[config.mk]
export PLATFORM = sky130hd
export DESIGN_NAME = pmbf_burst_finish
export DESIGN_NICKNAME = d
export VERILOG_FILES = /design/src/pmbf_pkg.sv /design/src/pmbf_word_counter.sv /design/src/pmbf_burst_finish.sv
export SDC_FILE = /design/constraint.sdc
export NUM_CORES = 1
export LEC_CHECK = 0
export ABC_AREA = 1
export CORE_ASPECT_RATIO = 0.75
export CORE_MARGIN = 2
export CORE_UTILIZATION = 36
export CTS_BUF_LIST = sky130_fd_sc_hd__clkbuf_4
export DETAILED_ROUTE_END_ITERATION = 12
export DONT_BUFFER_PORTS = 1
export PLACE_DENSITY_LB_ADDON = 0.1
export SLEW_MARGIN = 20
export SYNTH_ARGS = -nofsm -noshare
export SYNTH_HDL_FRONTEND = slang
export SYNTH_SLANG_ARGS = --single-unit
[constraint.sdc]
create_clock -name clk -period 3.6 [get_ports clk]
set_clock_uncertainty 0.2 [all_clocks]
set_input_delay 0.54 -clock clk [delete_from_list [all_inputs] [get_ports clk]]
set_output_delay 0.54 -clock clk [all_outputs]
set_load 0.02 [all_outputs]
[src/pmbf_pkg.sv]
// Shared constants, codes and carrier types for the burst write closing engine.
package pmbf_pkg;

   // ----------------------------------------------------------------------
   // Widths
   // ----------------------------------------------------------------------
   localparam int AD_W = 64;
   localparam int CBE_W = 8;
   localparam int HALF_W = 32;
   localparam int HALF_CBE_W = 4;
   localparam int CNT_W = 8;
   localparam int CODE_W = 4;
   localparam int TERM_W = 2;

   // ----------------------------------------------------------------------
   // Master state codes shown on the status output (plain defaults)
   // ----------------------------------------------------------------------
   localparam logic [CODE_W-1:0] CODE_IDLE = 4'h0;
   localparam logic [CODE_W-1:0] CODE_DATA = 4'h3;
   localparam logic [CODE_W-1:0] CODE_BUS_TERM = 4'h5;

   // ----------------------------------------------------------------------
   // Termination kinds
   // ----------------------------------------------------------------------
   localparam logic [TERM_W-1:0] TERM_NONE = 2'h0;
   localparam logic [TERM_W-1:0] TERM_NORMAL = 2'h1;

   // ----------------------------------------------------------------------
   // Counter constants
   // ----------------------------------------------------------------------
   localparam logic [CNT_W-1:0] CNT_ZERO = 8'h00;
   localparam logic [CNT_W-1:0] CNT_ONE = 8'h01;
   localparam logic [CNT_W-1:0] CNT_TWO = 8'h02;

   // ----------------------------------------------------------------------
   // Levels of active-low bus signals
   // ----------------------------------------------------------------------
   localparam logic ASSERTED_N = 1'b0;
   localparam logic DEASSERTED_N = 1'b1;

   // Sequencer states.
   typedef enum logic [1:0] {
      ST_IDLE = 2'b00,
      ST_DATA = 2'b01,
      ST_LAST = 2'b10,
      ST_TURN = 2'b11
   } pmbf_state_t;

   // Lines the engine drives toward the PCI bus, each with its enable.
   typedef struct packed {
      logic [AD_W-1:0] ad;
      logic adOe;
      logic [CBE_W-1:0] cbe;
      logic cbeOe;
      logic frameN;
      logic frameOe;
      logic req64N;
      logic req64Oe;
      logic irdyN;
      logic irdyOe;
   } pmbf_pci_out_t;

   // Data offered by the local master.
   typedef struct packed {
      logic [AD_W-1:0] data;
      logic [CBE_W-1:0] byteEn;
      logic readyN;
   } pmbf_local_in_t;

endpackage

[src/pmbf_word_counter.sv]
// Down counter of data phases still owed in the current burst.
`timescale 1ns/10ps
module pmbf_word_counter #(
   parameter int CNT_W = pmbf_pkg::CNT_W
) (
   input wire logic clk,
   input wire logic rst,
   input wire logic load,
   input wire logic [CNT_W-1:0] loadValue,
   input wire logic dec,
   output logic [CNT_W-1:0] count
);

   // ----------------------------------------------------------------------
   // State
   // ----------------------------------------------------------------------
   typedef struct packed {
      logic [CNT_W-1:0] count;
   } pmbf_cnt_state_t;

   pmbf_cnt_state_t state_reg;
   pmbf_cnt_state_t state_next;

   // Load wins over a decrement; the counter never wraps below zero.
   always_comb begin
      state_next = state_reg;
      if (load) begin
         state_next.count = loadValue;
      end else if (dec && (state_reg.count != '0)) begin
         state_next.count = state_reg.count - {{(CNT_W-1){1'b0}}, 1'b1};
      end
   end

   // Registers the counter.
   always_ff @(posedge clk) begin
      if (rst) begin
         state_reg <= '0;
      end else begin
         state_reg <= state_next;
      end
   end

   assign count = state_reg.count;

endmodule

[src/pmbf_burst_finish.sv]
// Data phase and closing sequencer of a 64-bit PCI burst write as initiator.
`timescale 1ns/10ps
module pmbf_burst_finish #(
   parameter int CNT_W = pmbf_pkg::CNT_W
) (
   input wire logic clk,
   input wire logic rst,
   input wire logic start,
   input wire logic [CNT_W-1:0] burstLength,
   input pmbf_pkg::pmbf_local_in_t localIn,
   input wire logic trdyN,
   input wire logic devselN,
   input wire logic ack64N,
   output pmbf_pkg::pmbf_pci_out_t pciOut,
   output logic lowHalfTransferN,
   output logic highHalfTransferN,
   output logic [CNT_W-1:0] burstWordsRemaining,
   output logic [pmbf_pkg::CODE_W-1:0] masterStateCode,
   output logic [pmbf_pkg::TERM_W-1:0] terminationKind,
   output logic burstDone
);

   // ----------------------------------------------------------------------
   // State
   // ----------------------------------------------------------------------
   typedef struct packed {
      pmbf_pkg::pmbf_state_t fsm;
      pmbf_pkg::pmbf_pci_out_t pci;
      logic lowXferN;
      logic highXferN;
      logic readyPrevN;
      logic [pmbf_pkg::CODE_W-1:0] code;
      logic [pmbf_pkg::TERM_W-1:0] term;
      logic done;
   } pmbf_main_state_t;

   pmbf_main_state_t state_reg;
   pmbf_main_state_t state_next;

   logic [CNT_W-1:0] phaseCount;
   logic counterLoad;
   logic counterDec;
   logic phaseComplete;
   logic takeLocal;
   logic loadIsLast;
   logic unusedTargetLines;

   // ----------------------------------------------------------------------
   // Helpers
   // ----------------------------------------------------------------------

   // Tells whether the pair about to be loaded is the final one of the burst.
   function automatic logic pair_is_last(
      input logic [CNT_W-1:0] owed,
      input logic completing
   );
      logic result;
      result = 1'b0;
      if (completing) begin
         result = (owed == CNT_W'(pmbf_pkg::CNT_TWO));
      end else begin
         result = (owed == CNT_W'(pmbf_pkg::CNT_ONE));
      end
      return result;
   endfunction

   // Counter of data phases not yet completed on the bus.
   pmbf_word_counter #(
      .CNT_W(CNT_W)
   ) u_counter (
      .clk(clk),
      .rst(rst),
      .load(counterLoad),
      .loadValue(burstLength),
      .dec(counterDec),
      .count(phaseCount)
   );

   // A phase completes only while this engine drives initiator ready low.
   assign phaseComplete = state_reg.pci.irdyOe &&
                          (state_reg.pci.irdyN == pmbf_pkg::ASSERTED_N) &&
                          (trdyN == pmbf_pkg::ASSERTED_N);

   // The decrement is registered in the counter, so it shows one cycle later.
   assign counterDec = phaseComplete;

   // A new burst loads the counter with its length of 64-bit phases.
   assign counterLoad = (state_reg.fsm == pmbf_pkg::ST_IDLE) && start &&
                        (localIn.readyN == pmbf_pkg::ASSERTED_N) &&
                        (burstLength != CNT_W'(pmbf_pkg::CNT_ZERO));

   // Local data is taken in a data state once the bus slot is free.
   assign takeLocal = (state_reg.fsm == pmbf_pkg::ST_DATA) &&
                      (phaseComplete ||
                       (state_reg.pci.irdyN == pmbf_pkg::DEASSERTED_N)) &&
                      (state_reg.readyPrevN == pmbf_pkg::ASSERTED_N);

   assign loadIsLast = pair_is_last(phaseCount, phaseComplete);

   // Target select lines are not needed for a normal end and are only observed.
   assign unusedTargetLines = devselN ^ ack64N;

   // ----------------------------------------------------------------------
   // Next-state logic
   // ----------------------------------------------------------------------

   // Computes the next bus drive, strobes and status for every state.
   always_comb begin
      state_next = state_reg;
      state_next.readyPrevN = localIn.readyN;
      state_next.lowXferN = pmbf_pkg::DEASSERTED_N;
      state_next.highXferN = pmbf_pkg::DEASSERTED_N;
      state_next.done = 1'b0;
      case (state_reg.fsm)
         pmbf_pkg::ST_IDLE: begin
            state_next.pci.irdyOe = 1'b0;
            state_next.pci.irdyN = pmbf_pkg::DEASSERTED_N;
            state_next.code = pmbf_pkg::CODE_IDLE;
            if (counterLoad) begin
               // First pair goes straight onto the bus with all drivers on.
               state_next.pci.ad = localIn.data;
               state_next.pci.cbe = localIn.byteEn;
               state_next.pci.adOe = 1'b1;
               state_next.pci.cbeOe = 1'b1;
               state_next.pci.frameOe = 1'b1;
               state_next.pci.req64Oe = 1'b1;
               state_next.pci.irdyOe = 1'b1;
               state_next.pci.irdyN = pmbf_pkg::ASSERTED_N;
               state_next.lowXferN = pmbf_pkg::ASSERTED_N;
               state_next.highXferN = pmbf_pkg::ASSERTED_N;
               state_next.term = pmbf_pkg::TERM_NONE;
               state_next.code = pmbf_pkg::CODE_DATA;
               if (burstLength == CNT_W'(pmbf_pkg::CNT_ONE)) begin
                  state_next.pci.frameN = pmbf_pkg::DEASSERTED_N;
                  state_next.pci.req64N = pmbf_pkg::DEASSERTED_N;
                  state_next.fsm = pmbf_pkg::ST_LAST;
               end else begin
                  state_next.pci.frameN = pmbf_pkg::ASSERTED_N;
                  state_next.pci.req64N = pmbf_pkg::ASSERTED_N;
                  state_next.fsm = pmbf_pkg::ST_DATA;
               end
            end
         end
         pmbf_pkg::ST_DATA: begin
            state_next.pci.frameN = pmbf_pkg::ASSERTED_N;
            state_next.pci.req64N = pmbf_pkg::ASSERTED_N;
            if (takeLocal) begin
               // Next pair follows the accepted one; each strobe owns a half.
               state_next.pci.ad[pmbf_pkg::HALF_W-1:0] =
                  localIn.data[pmbf_pkg::HALF_W-1:0];
               state_next.pci.ad[pmbf_pkg::AD_W-1:pmbf_pkg::HALF_W] =
                  localIn.data[pmbf_pkg::AD_W-1:pmbf_pkg::HALF_W];
               state_next.pci.cbe[pmbf_pkg::HALF_CBE_W-1:0] =
                  localIn.byteEn[pmbf_pkg::HALF_CBE_W-1:0];
               state_next.pci.cbe[pmbf_pkg::CBE_W-1:pmbf_pkg::HALF_CBE_W] =
                  localIn.byteEn[pmbf_pkg::CBE_W-1:pmbf_pkg::HALF_CBE_W];
               state_next.lowXferN = pmbf_pkg::ASSERTED_N;
               state_next.highXferN = pmbf_pkg::ASSERTED_N;
               // Ready seen last cycle holds initiator ready on.
               state_next.pci.irdyN = pmbf_pkg::ASSERTED_N;
               if (loadIsLast) begin
                  state_next.pci.frameN = pmbf_pkg::DEASSERTED_N;
                  state_next.pci.req64N = pmbf_pkg::DEASSERTED_N;
                  state_next.fsm = pmbf_pkg::ST_LAST;
               end
            end else if (phaseComplete) begin
               // No fresh local data: pause the bus with wait states.
               state_next.pci.irdyN = pmbf_pkg::DEASSERTED_N;
            end
         end
         pmbf_pkg::ST_LAST: begin
            // Final phase: strobes stay high so no further local data is taken.
            state_next.lowXferN = pmbf_pkg::DEASSERTED_N;
            state_next.highXferN = pmbf_pkg::DEASSERTED_N;
            if (phaseComplete) begin
               state_next.pci.adOe = 1'b0;
               state_next.pci.cbeOe = 1'b0;
               state_next.pci.frameOe = 1'b0;
               state_next.pci.req64Oe = 1'b0;
               state_next.pci.irdyN = pmbf_pkg::DEASSERTED_N;
               state_next.code = pmbf_pkg::CODE_BUS_TERM;
               state_next.term = pmbf_pkg::TERM_NORMAL;
               state_next.done = 1'b1;
               state_next.fsm = pmbf_pkg::ST_TURN;
            end
         end
         pmbf_pkg::ST_TURN: begin
            // Target ready is ignored here, as the target is releasing it.
            state_next.pci.irdyOe = 1'b0;
            state_next.pci.irdyN = pmbf_pkg::DEASSERTED_N;
            state_next.code = pmbf_pkg::CODE_IDLE;
            state_next.fsm = pmbf_pkg::ST_IDLE;
         end
         default: begin
            state_next.fsm = pmbf_pkg::ST_IDLE;
         end
      endcase
   end

   // ----------------------------------------------------------------------
   // Registers
   // ----------------------------------------------------------------------

   // Registers the whole state; reset leaves the bus released and idle.
   always_ff @(posedge clk) begin
      if (rst) begin
         state_reg <= '0;
         state_reg.fsm <= pmbf_pkg::ST_IDLE;
         state_reg.pci.frameN <= pmbf_pkg::DEASSERTED_N;
         state_reg.pci.req64N <= pmbf_pkg::DEASSERTED_N;
         state_reg.pci.irdyN <= pmbf_pkg::DEASSERTED_N;
         state_reg.lowXferN <= pmbf_pkg::DEASSERTED_N;
         state_reg.highXferN <= pmbf_pkg::DEASSERTED_N;
         state_reg.readyPrevN <= pmbf_pkg::DEASSERTED_N;
         state_reg.code <= pmbf_pkg::CODE_IDLE;
         state_reg.term <= pmbf_pkg::TERM_NONE;
      end else begin
         state_reg <= state_next;
      end
   end

   // ----------------------------------------------------------------------
   // Outputs
   // ----------------------------------------------------------------------

   // Every output is a flip-flop of the state or of the counter.
   assign pciOut = state_reg.pci;
   assign lowHalfTransferN = state_reg.lowXferN;
   assign highHalfTransferN = state_reg.highXferN;
   assign burstWordsRemaining = phaseCount;
   assign masterStateCode = state_reg.code;
   assign terminationKind = state_reg.term;
   assign burstDone = state_reg.done;

endmodule

## Word level (Yosys, flattened, before mapping)

Index checks and enable logic that the tools add are counted.

| storage, ports and cells | value |
|---|---|
| bits of input ports | 87 |
| bits in registers | 100 |
| logic and storage cells | 92 |

| cells by class | value |
|---|---|
| equal/unequal tests | 11 |
| reduce and logical (&&, ||, !) cells | 24 |
| mux-type cells | 33 |
| $add $sub $neg | 1 |
| bitwise operators | 5 |

Operators with widths:

| operator | count |
|---|---|
| $pmux W64 S2 | 1 |
| $mux W84 | 1 |
| $mux W66 | 1 |
| $mux W8 | 3 |
| $eq A8 B1 Y1 const B | 2 |
| $pmux W8 S2 | 1 |
| $reduce_bool A8 Y1 | 2 |
| $pmux W1 S2 | 7 |
| $pmux W4 S3 | 1 |
| $mux W2 | 5 |
| $eq A8 B2 Y1 const B | 1 |
| $logic_and A1 B1 Y1 | 8 |
| $ne A2 B2 Y1 const B | 4 |
| $pmux W2 S2 | 2 |
| $pmux W2 S4 | 1 |
| $reduce_bool A2 Y1 | 4 |
| $sub A8 B1 Y8 const B | 1 |
| $mux W1 | 7 |
| $mux W7 | 1 |
| $reduce_and A2 Y1 | 3 |
| $reduce_and A3 Y1 | 2 |
| $not A1 Y1 | 5 |
| $eq A2 B2 Y1 const B | 2 |
| $mux W4 | 1 |
| other kinds (8) | 8 |

## Depth between registers and ports, before layout

| logic depth | value |
|---|---|
| depth in word-level cells | 8 |
| depth in mapped cells | 12 |

## Modules after synthesis

From an unflattened synthesis, not the netlist that was laid out.

| unflattened totals | value |
|---|---|
| cell total of the unflattened synthesis | 671 |
| area total of the unflattened synthesis | 5057.4 sq um |

Modules (own cells, without submodules):

| module | area each (sq um) | cells an instance | times used |
|---|---|---|---|
| pmbf_burst_finish | 4504.3 | 580 | 1 |
| pmbf_word_counter | 553.0 | 91 | 1 |

## Worst setup path before layout

OpenSTA, ideal clock, no wires.

| timing | value |
|---|---|
| kind | register to register |
| from | reg state_reg[90] in the netlist's numbering |
| to | reg state_reg (netlist bit pciOut[14]) |
| cell stages (with the launch flop) | 13 |
| arrival | 1663 ps |
| path buffers | 2 |
| setup time | 64 ps |
| path slack | 1673 ps |
| required time | 3336 ps |
| cell sequence | dfxtp_1 > inv_1 > ha_1 > nand2_1 > nor2_1 > o21ai_2 > nand2_1 > nand2_1 > nor2_4 > buf_6 > buf_6 > nor2_1 > nor2_1 |

| between the ends | value |
|---|---|
| word-level cells in the longest chain between the ends | 6 |
| elaborated cells between the ends (all ways) | 12 |
| those cells by class | eq/ne (3); mux (1); reduce/logical (8) |

Ends and longest elaborated chain:

| what | RTL line | text |
|---|---|---|
| start, declared | pmbf_burst_finish.sv:37 | `pmbf_main_state_t state_reg;` |
| start signal, assigned | pmbf_burst_finish.sv:218 | `state_reg <= state_next;` |
| $logic_not A2 Y1 | pmbf_burst_finish.sv:88, pmbf_burst_finish.sv:114 |  |
| $logic_and A1 B1 Y1 (2 in series) | pmbf_burst_finish.sv:88 | `assign counterLoad = (state_reg.fsm == pmbf_pkg::ST_IDLE) && start &&` |
| $logic_and A1 B1 Y1 | pmbf_burst_finish.sv:89 | `(localIn.readyN == pmbf_pkg::ASSERTED_N) &&` |
| $ne A2 B2 Y1 (no source line) | n/a |  |
| $reduce_and A3 Y1 (no source line) | n/a |  |

Several ways; a longest one is shown, not always the timed one.
A chain may end at the register's enable or synchronous reset.

## Worst setup path after layout

| timing | value |
|---|---|
| from | reg state_reg[90] in the netlist's numbering |
| to | reg state_reg (netlist bit pciOut[20]) |

Same word-level chain as after synthesis.

==> run_summary.xml <==
<?xml version="1.0" encoding="UTF-8"?>
<metrics>
  <group name="worst_setup_path">
    <metric name="timing.rr.end" unit="">pciOut[20]</metric>
    <metric name="crit_chain" unit="">inv_1, ha_1, nand2_1, nor2_1, o21ai_2, nand2_1, nand2_1, nor2_4, buf_12, nand2_1, nand2_1, nor2_1</metric>
    <metric name="crit_fanout" unit="">145</metric>
    <metric name="worstPathRequired" unit="ns">3.77</metric>
    <metric name="critical-path-top-delay-family" unit="">simple AND/OR/NAND/NOR gates</metric>
    <metric name="worst_path_max_delay_cell" unit="">sky130_fd_sc_hd__buf_12</metric>
    <metric name="crit-reg2reg-launch" unit="">state_reg[90]</metric>
    <metric name="worst_path_most_repeated_cell" unit="">sky130_fd_sc_hd__nand2_1</metric>
    <metric name="worst_setup_path_end_kind" unit="">flip-flop</metric>
    <metric name="path_buf_inv" unit="">2</metric>
    <metric name="start_kind" unit="">flip-flop</metric>
    <metric name="r2r_worst_path_depth" unit="">12</metric>
    <metric name="crit_arrival" unit="ns">2.90</metric>
    <metric name="critical_path.max_stage_delay" unit="ns">0.41</metric>
    <metric name="timing.reg2reg.setup_slack" unit="ns">0.87</metric>
    <metric name="timing_worst_setup_path_type" unit="">flip-flop to flip-flop</metric>
  </group>
  <group name="clock_tree">
    <metric name="cts.reportedPaths.clkPinSlew" unit="ns">0.15</metric>
    <metric name="clk_path_buf_depth" unit="">2</metric>
    <metric name="tritoncts.num_buffers" unit="">9</metric>
    <metric name="insertion_delay" unit="ns">0.46</metric>
    <metric name="cts_sinks" unit="">93</metric>
    <metric name="post_cts.resized_instances" unit="">0</metric>
    <metric name="cts.root.buffer_cell" unit="">sky130_fd_sc_hd__clkbuf_4</metric>
    <metric name="cts_tree" unit="">built</metric>
    <metric name="cts.htree.levels" unit="">3</metric>
  </group>
  <group name="final_layout">
    <metric name="fin_cells" unit="">831</metric>
    <metric name="final_layout_size_suffix_gt1_share" unit="%">3.64</metric>
    <metric name="antenna-diode-count" unit="">0</metric>
    <metric name="layout.cells.most_common" unit="">sky130_fd_sc_hd__nand2_1</metric>
    <metric name="largest_reg_flops" unit="">76</metric>
    <metric name="mostFrequentLayoutCells" unit="">sky130_fd_sc_hd__nand2_1, sky130_fd_sc_hd__nor2_1, sky130_fd_sc_hd__dfxtp_1</metric>
    <metric name="final_net_count" unit="">751</metric>
    <metric name="layout-area-overhead-vs-synth" unit="%">-8.63</metric>
  </group>
  <group name="synth">
    <metric name="synth.cell_area" unit="µm²">4930</metric>
    <metric name="post_synth_inst_count" unit="">755</metric>
    <metric name="synth.lib_cells_used.distinct" unit="">24</metric>
    <metric name="asyncSetResetFlopFracSynth" unit="%">0</metric>
    <metric name="seq_area_frac_synth" unit="%">37.8</metric>
    <metric name="synth-warning-count" unit="">0</metric>
    <metric name="synth_seq_cells" unit="">93</metric>
    <metric name="synth_top_flop_cell" unit="">sky130_fd_sc_hd__dfxtp_1</metric>
    <metric name="synth-edff-count" unit="">0</metric>
    <metric name="average_size_of_a_mapped_cell" unit="µm²">6.53</metric>
  </group>
  <group name="die">
    <metric name="ios" unit="">184</metric>
    <metric name="coreArea" unit="µm²">13200</metric>
    <metric name="placementRows" unit="">36</metric>
    <metric name="initial_utilization" unit="%">37.4</metric>
    <metric name="die-height" unit="µm">105</metric>
    <metric name="chipWidth" unit="µm">139</metric>
    <metric name="die-area" unit="µm²">14700</metric>
  </group>
  <group name="sta">
    <metric name="timing_worst_slew_pin_value" unit="ns">0.826</metric>
    <metric name="total_negative_setup_slacks" unit="ns">0</metric>
    <metric name="setup_viol" unit="">0</metric>
    <metric name="rsz0062_at_grt" unit="">false</metric>
    <metric name="final_min_period_over_clock_period" unit="%">76.0</metric>
    <metric name="final_max_slew_violation_count" unit="">0</metric>
    <metric name="post_route_setup_slack" unit="ns">0.865</metric>
    <metric name="slew_headroom" unit="%">44.9</metric>
    <metric name="hold_viol_final" unit="">0</metric>
    <metric name="final.min_clock_period" unit="ns">2.73</metric>
    <metric name="fmax" unit="GHz">0.366</metric>
  </group>
  <group name="job">
    <metric name="max_cap_violations" unit="">0</metric>
  </group>
  <group name="global_routing">
    <metric name="grt-ovfl-total" unit="">0</metric>
    <metric name="number_of_antenna_violations_at_the_first_check_in_global_routing" unit="">0</metric>
    <metric name="first_pass_grt_wire_length" unit="µm">17900</metric>
    <metric name="number_of_global_route_vias_before_repair" unit="">3441</metric>
    <metric name="grt_start_max_net_pins" unit="">146</metric>
    <metric name="groute.usage.overall" unit="%">15.0</metric>
  </group>
  <group name="power_and_ir_drop">
    <metric name="total_power" unit="mW">3.80</metric>
    <metric name="ir_drop" unit="mV">0.462</metric>
    <metric name="power_per_cell_area" unit="nW/µm²">843</metric>
    <metric name="p_leak" unit="nW">2.11</metric>
  </group>
  <group name="drt">
    <metric name="wl_per_cell" unit="µm">13.1</metric>
    <metric name="first_pass_drt_iterations" unit="">4</metric>
    <metric name="detail_route.wirelength" unit="µm">10900</metric>
    <metric name="drt_iter0_drc" unit="">195</metric>
    <metric name="detailroute.via_count" unit="">3783</metric>
    <metric name="vias_per_cell" unit="">4.55</metric>
    <metric name="drc_errors" unit="">0</metric>
    <metric name="postRouteAntennaNets" unit="">0</metric>
  </group>
  <group name="placed_design">
    <metric name="pre_cts_slack" unit="ns">0.827</metric>
    <metric name="io_buffers" unit="">0</metric>
    <metric name="gp_routability_congestion" unit="">0.814</metric>
    <metric name="post-dp-hpwl" unit="µm">7480</metric>
    <metric name="placedCellCount" unit="">812</metric>
  </group>
  <group name="run_status">
    <metric name="run_status" unit="">finished, final reports clean</metric>
  </group>
  <group name="worst_hold_path">
    <metric name="hold-path-cell-count" unit="">4</metric>
    <metric name="min-delay-start" unit="">localIn[31]</metric>
    <metric name="tightest_hold_check_type" unit="">input port to flip-flop</metric>
    <metric name="timing.hold.worst_endpoint" unit="">pciOut[38]</metric>
  </group>
</metrics>
worst min-delay path, stage by stage:
cell and delay, ns:
sky130_fd_sc_hd__nand2_1 0.04, sky130_fd_sc_hd__nand2_1 0.05, sky130_fd_sc_hd__nand2_1 0.05, sky130_fd_sc_hd__nor2_1 0.03
metrics by stage:
step / util, % / hold slack [ns] / area, µm²
global placement: 33.0 / 0.346 / 4360
finish: 34.1 / 0.0587 / 4510
global route: 34.1 / 0.00383 / 4510
detailed placement: 33.0 / 0.351 / 4360
floorplan: - / 0.243 / 4930
CTS: 34.1 / 0.000139 / 4500
power breakdown:
group,total [mW],switching [mW],internal [mW]
registers,1.83,0.528,1.30
logic,1.45,0.963,0.487
clock network,0.517,0.373,0.143
final cells by class:
class	instances	area, µm²
Inverter	32	120
Clock buffer	9	67.6
Fill cell	1500	8690
Clock inverter	7	50.0
Timing Repair Buffer	8	80.1
Sequential cell	93	1860
Multi-Input combinational cell	511	2110
Tap cell	171	214
metal layers:
metal	track usage (%)	wire (µm)
met4	3.32	92
met1	20.2	5180
met2	22.0	4660
met5	0	0
met3	6.68	996
logic make-up after synthesis:
logic type	synth area share [%]
xor+xnor	1.07
buf+inv	19.5
fa+ha+maj	2.28
compound gates	2.23
simple gates	37.0
flops	37.8
other cells	0.0760
synth_stat cells, types with 6 or more instances:
library cell / n / share of area (%)
sky130_fd_sc_hd__nand2_1: 278 / 21
sky130_fd_sc_hd__nor2_1: 167 / 13
sky130_fd_sc_hd__dfxtp_1: 93 / 38
sky130_fd_sc_hd__buf_4: 87 / 13
sky130_fd_sc_hd__inv_1: 31 / 2.4
sky130_fd_sc_hd__nand3_1: 22 / 2.2
sky130_fd_sc_hd__buf_2: 17 / 1.7
sky130_fd_sc_hd__ha_1: 9 / 2.3
sky130_fd_sc_hd__o21ai_0: 9 / 0.91
sky130_fd_sc_hd__clkbuf_1: 8 / 0.61
sky130_fd_sc_hd__a21oi_1: 7 / 0.71
sky130_fd_sc_hd__buf_6: 6 / 1.4
how the worst max path moves through the flow:
stage | from | end | slack, ns | depth (start not counted)
global placement | burstLength[7] | u_counter.count[0] | 0.84 | 9
CTS | state_reg[90] | pciOut[8] | 0.90 | 12
detailed placement | burstLength[7] | u_counter.count[0] | 0.83 | 9
finish | state_reg[90] | pciOut[20] | 0.87 | 12
floorplan | state_reg[90] | pciOut[14] | 1.67 | 12
global route | state_reg[90] | pciOut[29] | 0.52 | 12
timing repair:
item	4_1_cts	5_1_grt
endpoints found under the setup margin	0	0
hold buffers	2	1
endpoints found under the hold margin	5	1
setup buffers	0	0
Power figures use the tool's default switching activity.
